==> src/flash_id_pkg.sv <==
// Package with constants and types for the flash identification controller.
package flash_id_pkg;

	// ==========================================================
	// Register map of the controller (APB byte addresses).
	localparam logic [7:0] reg_ctrl_addr = 8'h00;
	localparam logic [7:0] reg_addr_addr = 8'h04;
	localparam logic [7:0] reg_stat_addr = 8'h08;
	localparam logic [7:0] reg_data0     = 8'h0c;
	localparam logic [7:0] reg_data1     = 8'h10;

	// ==========================================================
	// Control register fields.
	localparam int ctrl_go_bit   = 0;
	localparam int ctrl_four_bit = 1;
	localparam int ctrl_cmd_lsb  = 8;
	localparam int ctrl_len_lsb  = 16;

	// ==========================================================
	// Operation codes sent on the link.
	localparam logic [7:0] op_mfr_dev  = 8'h90;
	localparam logic [7:0] op_mfr_dual = 8'h92;
	localparam logic [7:0] op_mfr_quad = 8'h94;
	localparam logic [7:0] op_unique   = 8'h4b;
	localparam logic [7:0] op_std_id   = 8'h9f;
	localparam logic [7:0] op_table    = 8'h5a;
	localparam logic [7:0] op_sec_erase = 8'h44;
	localparam logic [7:0] mode_bits   = 8'hf0;

	// ==========================================================
	// Timing: link clock half period is half_period plus one pclk cycles.
	localparam logic [3:0] half_period = 4'h4;
	localparam logic [7:0] quad_dummy_clocks = 8'h04;
	localparam logic [7:0] table_dummy_clocks = 8'h08;

	typedef enum logic [2:0] {
		st_idle  = 3'b000,
		st_low   = 3'b001,
		st_high  = 3'b010,
		st_end   = 3'b011
	} link_state_e;

	// Pin group driven toward the flash.
	typedef struct packed {
		logic       cs_n;
		logic       sclk;
		logic [3:0] io_out;
		logic [3:0] io_oe;
	} pins_s;

endpackage

==> src/flash_id_host.sv <==
// Host controller that issues identification and erase commands to a flash.
`timescale 1ns/100ps

// What this block does
// - Send 90h plus 24 zero address bits, then read maker and device bytes.
// - Each ID read ends by raising chip select; data on falling edges.
// - Send 92h, zero address two bits per clock, read ID two bits per clock.
// - Dual ID read sends mode bits with upper nibble all ones.
// - Send 94h, four dummy clocks, zero address by nibbles, quad data.
// - Quad ID read sends mode bits with upper nibble all ones.
// - Four-byte mode makes dual and quad ID address 32 bits.
// - Send 4Bh and four dummy bytes, then read a 64-bit serial number.
// - Four-byte mode needs five dummy bytes for the serial number read.
// - Send 5Ah, 24-bit address, eight dummy clocks, then read table bytes.
// - Table address upper sixteen bits are zero; low byte selects start.
// - Table read always uses a 24-bit address.
// - Erase address selects register one to three in bits 15 to 12.
// - Chip select rises exactly after the last address bit for erase if the length field is zero.
module flash_id_host
	import flash_id_pkg::*;
(
	input  wire logic        pclk,
	input  wire logic        presetn,
	input  wire logic        psel,
	input  wire logic        penable,
	input  wire logic        pwrite,
	input  wire logic [7:0]  paddr,
	input  wire logic [31:0] pwdata,
	output logic      [31:0] prdata,
	output logic             pready,
	output logic             pslverr,
	output logic             cs_n,
	output logic             sclk,
	output logic      [3:0]  io_out,
	output logic      [3:0]  io_oe,
	input  wire logic [3:0]  io_in
);

	// ==========================================================
	// Phase widths: lanes used on the link in each stage.
	function automatic logic [2:0] lanes(input logic [7:0] op,
	                                     input logic       stage);
		if (op == op_mfr_dual)
			lanes = 3'd2;
		else if (op == op_mfr_quad)
			lanes = stage ? 3'd4 : 3'd1;
		else
			lanes = 3'd1;
		if (!stage)
			lanes = 3'd1;
	endfunction

	// ==========================================================
	// Synchroniser for returning data.
	logic [3:0] io_meta;
	logic [3:0] io_sync;

	// Registers and sequencer state.
	logic [31:0] addr_reg;
	logic [7:0]  cmd;
	logic        four_byte;
	logic [7:0]  rx_len;
	logic        busy;
	logic [63:0] rx_data;
	link_state_e state;
	logic [3:0]  tick;
	logic [9:0]  bit_cnt;
	logic [71:0] tx_sr;
	logic [9:0]  tx_bits;
	logic [9:0]  rx_start;
	logic [2:0]  mid_lanes;
	logic        quad_dummy;

	logic [31:0] next_addr_reg;
	logic [7:0]  next_cmd;
	logic        next_four_byte;
	logic [7:0]  next_rx_len;
	logic        next_busy;
	logic [63:0] next_rx_data;
	link_state_e next_state;
	logic [3:0]  next_tick;
	logic [9:0]  next_bit_cnt;
	logic [71:0] next_tx_sr;
	logic [9:0]  next_tx_bits;
	logic [9:0]  next_rx_start;
	logic [2:0]  next_mid_lanes;
	logic        next_quad_dummy;
	pins_s       pins;
	pins_s       next_pins;
	logic [31:0] next_prdata;
	logic        next_pready;
	logic        next_pslverr;

	logic        acc;
	logic [2:0]  lw;

	assign acc = psel && penable && !pready;

	always_comb begin
		next_addr_reg   = addr_reg;
		next_cmd        = cmd;
		next_four_byte  = four_byte;
		next_rx_len     = rx_len;
		next_busy       = busy;
		next_rx_data    = rx_data;
		next_state      = state;
		next_tick       = tick;
		next_bit_cnt    = bit_cnt;
		next_tx_sr      = tx_sr;
		next_tx_bits    = tx_bits;
		next_rx_start   = rx_start;
		next_mid_lanes  = mid_lanes;
		next_quad_dummy = quad_dummy;
		next_pins       = pins;
		next_prdata     = prdata;
		next_pready     = acc;
		next_pslverr    = 1'b0;
		lw              = 3'd1;

		// APB slave: one wait cycle, answer in the access phase.
		if (acc) begin
			next_prdata = 32'h0000_0000;
			case (paddr)
				reg_ctrl_addr: begin
					if (pwrite && !busy) begin
						next_cmd       = pwdata[ctrl_cmd_lsb +: 8];
						next_four_byte = pwdata[ctrl_four_bit];
						next_rx_len    = pwdata[ctrl_len_lsb +: 8];
					end
					if (pwrite && !busy && pwdata[ctrl_go_bit])
						next_busy = 1'b1;
					next_prdata = {8'h00, rx_len, cmd, 6'h00,
					               four_byte, busy};
				end
				reg_addr_addr: begin
					if (pwrite && !busy)
						next_addr_reg = pwdata;
					next_prdata = addr_reg;
				end
				reg_stat_addr: next_prdata = {31'h0, busy};
				reg_data0:     next_prdata = rx_data[31:0];
				reg_data1:     next_prdata = rx_data[63:32];
				default:       next_pslverr = 1'b1;
			endcase
		end

		case (state)
			st_idle: begin
				next_pins.cs_n  = 1'b1;
				next_pins.sclk  = 1'b0;
				next_pins.io_oe = 4'h0;
				if (busy) begin
					// Build the outgoing bit stream, MSB first.
					next_tx_sr      = '0;
					next_quad_dummy = 1'b0;
					next_mid_lanes  = 3'd1;
					next_rx_data    = '0;
					case (cmd)
						op_mfr_dev: begin
							next_tx_sr[71 -: 32] = {op_mfr_dev, 24'h0};
							next_tx_bits = 10'd32;
						end
						op_mfr_dual, op_mfr_quad: begin
							next_mid_lanes = lanes(cmd, 1'b1);
							next_quad_dummy = (cmd == op_mfr_quad);
							// Zero address then Fx mode bits.
							next_tx_sr[71 -: 48] = four_byte ?
							    {cmd, 32'h0, mode_bits} :
							    {cmd, 24'h0, mode_bits, 8'h0};
							next_tx_bits = four_byte ? 10'd48 : 10'd40;
						end
						op_unique: begin
							next_tx_sr[71 -: 8] = op_unique;
							// Dummy bytes.
							next_tx_bits = four_byte ? 10'd48 : 10'd40;
						end
						op_table: begin
							// Upper address zero, always 24 bits.
							next_tx_sr[71 -: 32] = {op_table, 16'h0,
							                        addr_reg[7:0]};
							next_tx_bits = 10'd32 + 10'(table_dummy_clocks);
						end
						op_sec_erase: begin
							// Register select in bits 15:12.
							next_tx_sr[71 -: 40] = {op_sec_erase, 16'h0,
							    addr_reg[15:12], 4'h0, 8'h0};
							next_tx_bits = four_byte ? 10'd40 : 10'd32;
							if (!four_byte)
								next_tx_sr[71 -: 32] = {op_sec_erase, 8'h0,
								    addr_reg[15:12], 4'h0, 8'h0};
						end
						default: begin
							next_tx_sr[71 -: 8] = cmd;
							next_tx_bits = 10'd8;
						end
					endcase
					// Erase with rx_len zero reads nothing, so chip select rises right
					// after the last address bit.
					next_rx_start = next_tx_bits;
					if (next_quad_dummy)
						next_rx_start = 10'd8 + 10'(quad_dummy_clocks) +
						    ((next_tx_bits - 10'd8) >> 2);
					else if (next_mid_lanes == 3'd2)
						next_rx_start = 10'd8 + ((next_tx_bits - 10'd8) >> 1);
					next_bit_cnt = '0;
					next_tick    = '0;
					next_pins.cs_n = 1'b0;
					next_state   = st_low;
				end
			end
			st_low: begin
				// Drive data while the link clock is low.
				lw = (bit_cnt < 10'd8) ? 3'd1 : mid_lanes;
				if (quad_dummy && bit_cnt >= 10'd8 &&
				    bit_cnt < 10'd8 + 10'(quad_dummy_clocks))
					lw = 3'd4;
				next_pins.io_oe = (bit_cnt < rx_start) ?
				    ((lw == 3'd4) ? 4'hf : (lw == 3'd2) ? 4'h3 : 4'h1) :
				    4'h0;
				if (lw == 3'd4)
					next_pins.io_out = tx_sr[71:68];
				else if (lw == 3'd2)
					next_pins.io_out = {2'b00, tx_sr[71:70]};
				else
					next_pins.io_out = {3'b000, tx_sr[71]};
				next_tick = tick + 4'd1;
				if (tick == half_period) begin
					next_tick = '0;
					next_pins.sclk = 1'b1;
					next_state = st_high;
				end
			end
			st_high: begin
				lw = (bit_cnt < 10'd8) ? 3'd1 : mid_lanes;
				next_tick = tick + 4'd1;
				if (tick == half_period) begin
					next_tick = '0;
					next_pins.sclk = 1'b0;
					if (!(quad_dummy && bit_cnt >= 10'd8 &&
					      bit_cnt < 10'd8 + 10'(quad_dummy_clocks)))
						next_tx_sr = tx_sr << lw;
					// Sample data the device shifted on the falling edge.
					if (bit_cnt >= rx_start) begin
						if (mid_lanes == 3'd4)
							next_rx_data = {rx_data[59:0], io_sync};
						else if (mid_lanes == 3'd2)
							next_rx_data = {rx_data[61:0], io_sync[1:0]};
						else
							next_rx_data = {rx_data[62:0], io_sync[1]};
					end
					next_bit_cnt = bit_cnt + 10'd1;
					if (bit_cnt + 10'd1 >= rx_start +
					    {2'b00, rx_len} * 10'(mid_lanes == 3'd1 ? 8 :
					     mid_lanes == 3'd2 ? 4 : 2))
						next_state = st_end;
					else
						next_state = st_low;
				end
			end
			st_end: begin
				next_pins.cs_n  = 1'b1;
				next_pins.io_oe = 4'h0;
				next_busy  = 1'b0;
				next_state = st_idle;
			end
			default: next_state = st_idle;
		endcase
	end

	always_ff @(posedge pclk or negedge presetn) begin
		if (!presetn) begin
			io_meta    <= '0;
			io_sync    <= '0;
			addr_reg   <= '0;
			cmd        <= op_std_id;
			four_byte  <= 1'b0;
			rx_len     <= 8'h03;
			busy       <= 1'b0;
			rx_data    <= '0;
			state      <= st_idle;
			tick       <= '0;
			bit_cnt    <= '0;
			tx_sr      <= '0;
			tx_bits    <= '0;
			rx_start   <= '0;
			mid_lanes  <= 3'd1;
			quad_dummy <= 1'b0;
			pins       <= '{cs_n: 1'b1, sclk: 1'b0, io_out: 4'h0,
			                io_oe: 4'h0};
			prdata     <= '0;
			pready     <= 1'b0;
			pslverr    <= 1'b0;
		end else begin
			io_meta    <= io_in;
			io_sync    <= io_meta;
			addr_reg   <= next_addr_reg;
			cmd        <= next_cmd;
			four_byte  <= next_four_byte;
			rx_len     <= next_rx_len;
			busy       <= next_busy;
			rx_data    <= next_rx_data;
			state      <= next_state;
			tick       <= next_tick;
			bit_cnt    <= next_bit_cnt;
			tx_sr      <= next_tx_sr;
			tx_bits    <= next_tx_bits;
			rx_start   <= next_rx_start;
			mid_lanes  <= next_mid_lanes;
			quad_dummy <= next_quad_dummy;
			pins       <= next_pins;
			prdata     <= next_prdata;
			pready     <= next_pready;
			pslverr    <= next_pslverr;
		end
	end

	assign cs_n   = pins.cs_n;
	assign sclk   = pins.sclk;
	assign io_out = pins.io_out;
	assign io_oe  = pins.io_oe;

endmodule

==> config.mk <==
export PLATFORM = sky130hd
export DESIGN_NAME = flash_id_host
export DESIGN_NICKNAME = d
export VERILOG_FILES = /design/src/flash_id_pkg.sv /design/src/flash_id_host.sv
export SDC_FILE = /design/constraint.sdc
export NUM_CORES = 1
export LEC_CHECK = 0
export BUFFER_PORTS_ARGS = -buffer_cell sky130_fd_sc_hd__buf_2
export CELL_PAD_IN_SITES_DETAIL_PLACEMENT = 1
export CELL_PAD_IN_SITES_GLOBAL_PLACEMENT = 1
export CORE_MARGIN = 2
export CORE_UTILIZATION = 24
export CTS_CLUSTER_DIAMETER = 60
export CTS_CLUSTER_SIZE = 8
export DETAILED_ROUTE_END_ITERATION = 6
export GPL_TIMING_DRIVEN = 1
export PLACE_DENSITY = 0.55
export SLEW_MARGIN = 15
export SYNTH_ARGS = -nofsm -noshare
export SYNTH_HDL_FRONTEND = slang
export SYNTH_SLANG_ARGS = --single-unit
==> constraint.sdc <==
create_clock -name pclk -period 7.04 [get_ports pclk]
set_input_delay 1.408 -clock pclk [delete_from_list [all_inputs] [get_ports pclk]]
set_output_delay 1.408 -clock pclk [all_outputs]
set_load 0.03 [all_outputs]
## Yosys cells after proc, flatten, opt, wreduce, memory -nomap -nowiden

Index checks and enable logic that the tools add are counted.

- $add $sub $neg: 6
- $mul: 1
- $lt $le $gt $ge: 6
- Equal/unequal tests: 25
- Shift-type cells: 1
- Muxes and demuxes: 65
- Reductions and logical operators: 33

Operators by type and width:

| kind | number |
|---|---|
| $mux W64 | 5 |
| $mux W72 | 3 |
| $pmux W32 S5 | 1 |
| $pmux W72 S2 | 1 |
| $pmux W64 S2 | 1 |
| $pmux W24 S3 | 1 |
| $shl A72 B3 Y72 | 1 |
| $mux W10 | 6 |
| $pmux W8 S5 | 1 |
| $mux W3 | 12 |
| $mux W16 | 2 |
| $mux W4 | 7 |
| $eq A8 B7 Y1 const B | 3 |
| $eq A8 B8 Y1 const B | 3 |
| $pmux W6 S4 | 1 |
| $ge A10 B10 Y1 | 2 |
| $lt A10 B4 Y1 const B | 2 |
| $pmux W10 S2 | 1 |
| $reduce_and A3 Y1 | 6 |
| $eq A8 B4 Y1 const B | 2 |
| $mux W8 | 2 |
| $pmux W4 S2 | 2 |
| $eq A3 B2 Y1 const B | 5 |
| $reduce_bool A2 Y1 | 7 |
| other kinds (31) | 60 |

- Flip-flop bits (word level): 269
- Bits of input ports: 49

## Logic depth before layout (Yosys ltp)

- Depth in word-level cells: 10
- Gate-level depth with buffers: 23

## Worst setup path before layout

Ideal clock, no wire load.

- Path kind: register to register
- Start: register mid_lanes[0]
- End: register state[1]
- Arrival time: 4.675 ns
- Setup slack: 2.233 ns
- Stages on the path, launching flop included: 19
- Buffers on the path: 4
- Path through: dfstp_2 -> clkbuf_1 -> buf_2 -> buf_1 -> clkbuf_1 -> and3_1 -> fa_1 -> ha_1 -> fa_1 -> ha_1 -> a21o_1 -> a21oi_1 -> o21bai_1 -> a21oi_1 -> xor2_1 -> ha_1 -> o2111a_1 -> a21oi_1 -> a31oi_1

- Word-level cells in the longest chain between the ends: 9
- Elaborated cells on any way between the ends: 10
- Those cells by class: add/sub: 1; mul: 1; order compare: 1; eq/ne: 2; mux: 5

Ends and longest elaborated chain:

| element | RTL line | text |
|---|---|---|
| from (decl) | flash_id_host.sv:71 | `logic [2:0] mid_lanes;` |
| from (signal assigned) | flash_id_host.sv:308 | `mid_lanes <= next_mid_lanes;` |
| $eq A3 B2 Y1 | flash_id_host.sv:254 | `mid_lanes == 3'd2 ? 4 : 2))` |
| $mux W3 | flash_id_host.sv:254 |  |
| $mux W4 * | flash_id_host.sv:253 | `{2'b00, rx_len} * 10'(mid_lanes == 3'd1 ? 8 :` |
| $mul A8 B4 Y10 * | flash_id_host.sv:253 |  |
| $add A10 B10 Y10 * | flash_id_host.sv:252 | `if (bit_cnt + 10'd1 >= rx_start +` |
| $ge A10 B10 Y1 * | flash_id_host.sv:252 |  |
| $mux W2 * | flash_id_host.sv:252 |  |
| $mux W3 * | flash_id_host.sv:236 | `if (tick == half_period) begin` |
| $pmux W3 S3 * | flash_id_host.sv:147 | `case (state)` |
| to (signal assigned) | flash_id_host.sv:280 | `state <= st_idle;` |
| to (signal assigned) | flash_id_host.sv:302 | `state <= next_state;` |
| to (decl) | flash_id_host.sv:65 | `link_state_e state;` |

Every way passes the cells marked *; elsewhere a longest branch is shown, timed or not. The select of a mux whose other input is x is not followed.
A chain may end at the register's enable or synchronous reset.

## Worst setup path in the final report

Same ends and word-level chain as after synthesis.

==> flow_summary.toml <==
[run_status]
run_status = "complete, no violations"

[floorplanning]
initial_core_util_pct = 24.2
rows = 96
io_pins = 93
core_region_area_sq_mm = 0.0686
die_area_sq_mm = 0.0713
die_x_um = 267
die_h_um = 267

[worst_setup_path]
cpPeakStageDelay_ns = 0.66
crit_top_cell = "ha_1"
crit_required_ns = 7.55
cp.arrival_ns = 5.90
setup.worst_path.start = "mid_lanes[0]"
ff2ff_path_depth = 16
crit_chain = "inv_1 > nor3_1 > nor2_1 > and2_1 > fa_1 > ha_1 > fa_1 > ha_1 > a21oi_1 > o21ai_0 > o41ai_1 > xnor2_1 > ha_1 > o2111a_1 > o2111ai_1 > a31oi_1"
crit_fanout = 11
crit_type = "reg2reg"
r2r-end = "state[1]"
worstSetupEndpoint = "state[1]"
start_kind = "flop"
r2r_setup_slack_ns = 1.65
worst_path_max_delay_cell = "nor3_1"
r2r-start = "mid_lanes[0]"
end_kind = "flop"

[clock_network]
cts_buffers = 46
ctsHoldBuffers = 0
cts_tree = "built"
clk_pin_slew_ns = 0.05
ctsResizeCount = 0
cts_num_sinks = 266
clkLatencyLatePin_ns = 0.60
cts_max_level = 2
cts.path.max_buffers = 3
clockRootBuffer = "clkbuf_16"
cts_setup_buffers = 0

[power_and_ir_drop]
p_leak_uw = 0.00830
finalPower_uw = 5590
ir_drop_v = 0.000180
p_per_area_mw_per_mm2 = 290

[layout]
drive_gt1_share_pct = 16.2
area_growth_pct = 16.1
fin_nets = 1866
largest_reg_flops = 72
regMostFlops = "tx_sr"
antennaDiodeCount = 0
fin_cells = 2725
largestRegisters = "tx_sr (72), rx_data (64)"

[synth]
synth.avg_cell_area_sq_um = 9.55
syn-num-nets = 1846
yosys.area.top_type_share_pct = 38.6
synthTopCellsByArea = "dfrtp_1 39%, mux2i_1 7.4%, o21ai_0 4.8%"
syn-cell-area_sq_mm = 0.0166
synthFlopType = "dfrtp_1"
ys_seq_elements = 266
synth_edf_count = 0
ys_warn_count = 0
async_flop_share_pct = 100
synth_largest_area_cell = "dfrtp_1"
synth_cell_type_count = 83
synth_cells = 1738
ys_seq_area_share_pct = 40.2

[global_route]
grt_pass1_wl_um = 93700
grt_usage_pct = 16.7
grt_overflow = 0
grt_pass1_vias = 15200
grt_max_degree = 153
antenna_found_initial = 0

[timing]
slew_headroom_pct = 28.9
tns_ns = 0
finalSetupViolCount = 0
timing.final.crit_share_pct = 76.6
fmax_ghz = 0.186
finClkSkew_ns = 0.0303
worstMarginPinSlew_ns = 1.06
rsz0062_at_grt = "false"
maxSlewViolCount = 0
final.min_clock_period_ns = 5.39
hold_viol = 0

[placed_design]
dp_hpwl_um = 38400
gp_congestion = 0.814
portBuffers = 92
dp_cells = 2641

[detailed_routing]
first_pass_iters = 6
wl_per_cell_um = 21.8
first_iter_violations = 974
drt.antenna.violating_nets = 0
avgViaCountPerCell = 5.32
wl_um = 59500
num_vias = 14500
drc = 0

[flow_run]
drv_cap = 0

[min_path]
hp-start = "io_meta[2]"
hold_class = "reg2reg"
hold-path-cell-count = 0
[final cells by class]
type | instances | area (sq um)
repair buffers | 117 | 671
fillers | 7887 | 49300
multi-input cells | 1271 | 9110
inverters | 56 | 210
clock inverters | 15 | 185
flip-flops and latches | 266 | 6670
clock buffers | 69 | 1270
well taps | 931 | 1160
[how the worst min path moves through the flow]
| stage | end | slack (ns) |
|---|---|---|
| floorplan | io_sync[0] | 0.33 |
| global placement | io_sync[1] | 0.34 |
| detailed placement | io_sync[2] | 0.35 |
| CTS | io_sync[2] | 0.37 |
| global route | io_sync[2] | 0.37 |
| finish | io_sync[2] | 0.36 |
[layout by cell type, fill, tap and decap left out, types with 10 or more instances in the layout]
cell type,n
a221oi_1,20
dfrtp_1,255
nand2b_1,17
o221ai_1,21
a22o_1,37
o21ai_0,159
nand3_1,36
o22ai_1,13
xnor2_1,11
nand2_1,200
a21oi_1,72
mux2_2,58
fa_1,12
o21ai_1,10
a211oi_1,11
dfstp_2,10
inv_1,56
buf_4,24
a32o_1,67
buf_2,91
mux2i_1,123
a22oi_1,29
a21o_1,14
a221o_1,14
nor2_1,91
clkbuf_16,46
clkbuf_1,20
o22a_1,11
nor3_1,13
ha_1,47
and2_1,14
[per-stage QoR]
stage	util (%)	worst slack [ns]	hold slack, ns	cell area [sq um]
floorplan	-	2.23	0.331	16600
global placement	26.0	1.85	0.341	17800
detailed placement	26.0	1.66	0.352	17800
CTS	28.1	1.65	0.366	19300
global route	28.1	1.33	0.369	19300
finish	28.1	1.65	0.361	19300
[synth_stat cells (10+ instances only)]
cell type	n
a32o_1	67
o22a_1	11
a221o_1	14
buf_2	28
mux2i_1	123
and2_1	17
a221oi_1	20
nor2_1	92
a21oi_1	72
buf_1	12
xnor2_1	11
ha_1	47
o22ai_1	13
a22o_1	37
a31oi_1	10
nand2b_1	17
nor3_1	14
clkbuf_1	87
o21ai_0	159
nand2_1	201
dfrtp_1	256
dfstp_2	10
a21o_1	14
fa_1	12
a22oi_1	29
mux2_2	58
a211oi_1	11
o21ai_1	12
inv_1	56
nand3_1	36
o221ai_1	21
[metal layers]
layer	GRT usage, %	part of all wire, %	vias up
li1	-	-	6548
met1	23.2	48	7530
met2	27.0	46	336
met3	2.23	4.1	75
met4	4.31	1.8	0
met5	0	0	-
[where the power goes]
| group | switching [uW] | internal, uW |
|---|---|---|
| sequential | 210 | 1690 |
| combinational | 1040 | 488 |
| clock | 860 | 1290 |
[critical path, delay by kind of cell, from the launching register on]
family | cells | cell delay, ns
fa+ha+maj | 5 | 1.85
buf+inv | 1 | 0.30
xor+xnor | 1 | 0.12
flops | 1 | 0.60
compound gates | 6 | 1.25
simple gates | 3 | 1.19
[logic make-up after synthesis]
kind of cell,Yosys count,synth area share (%)
buffers and inverters,201,5.33
multiplexers,183,11.6
XOR/XNOR,20,1.06
AO/OA/AOI/OAI,573,24.7
AND/OR/NAND/NOR,436,12.2
adder cells (fa/ha/maj),59,4.99
flip-flops,266,40.2
(Power assumes the default switching activity.)
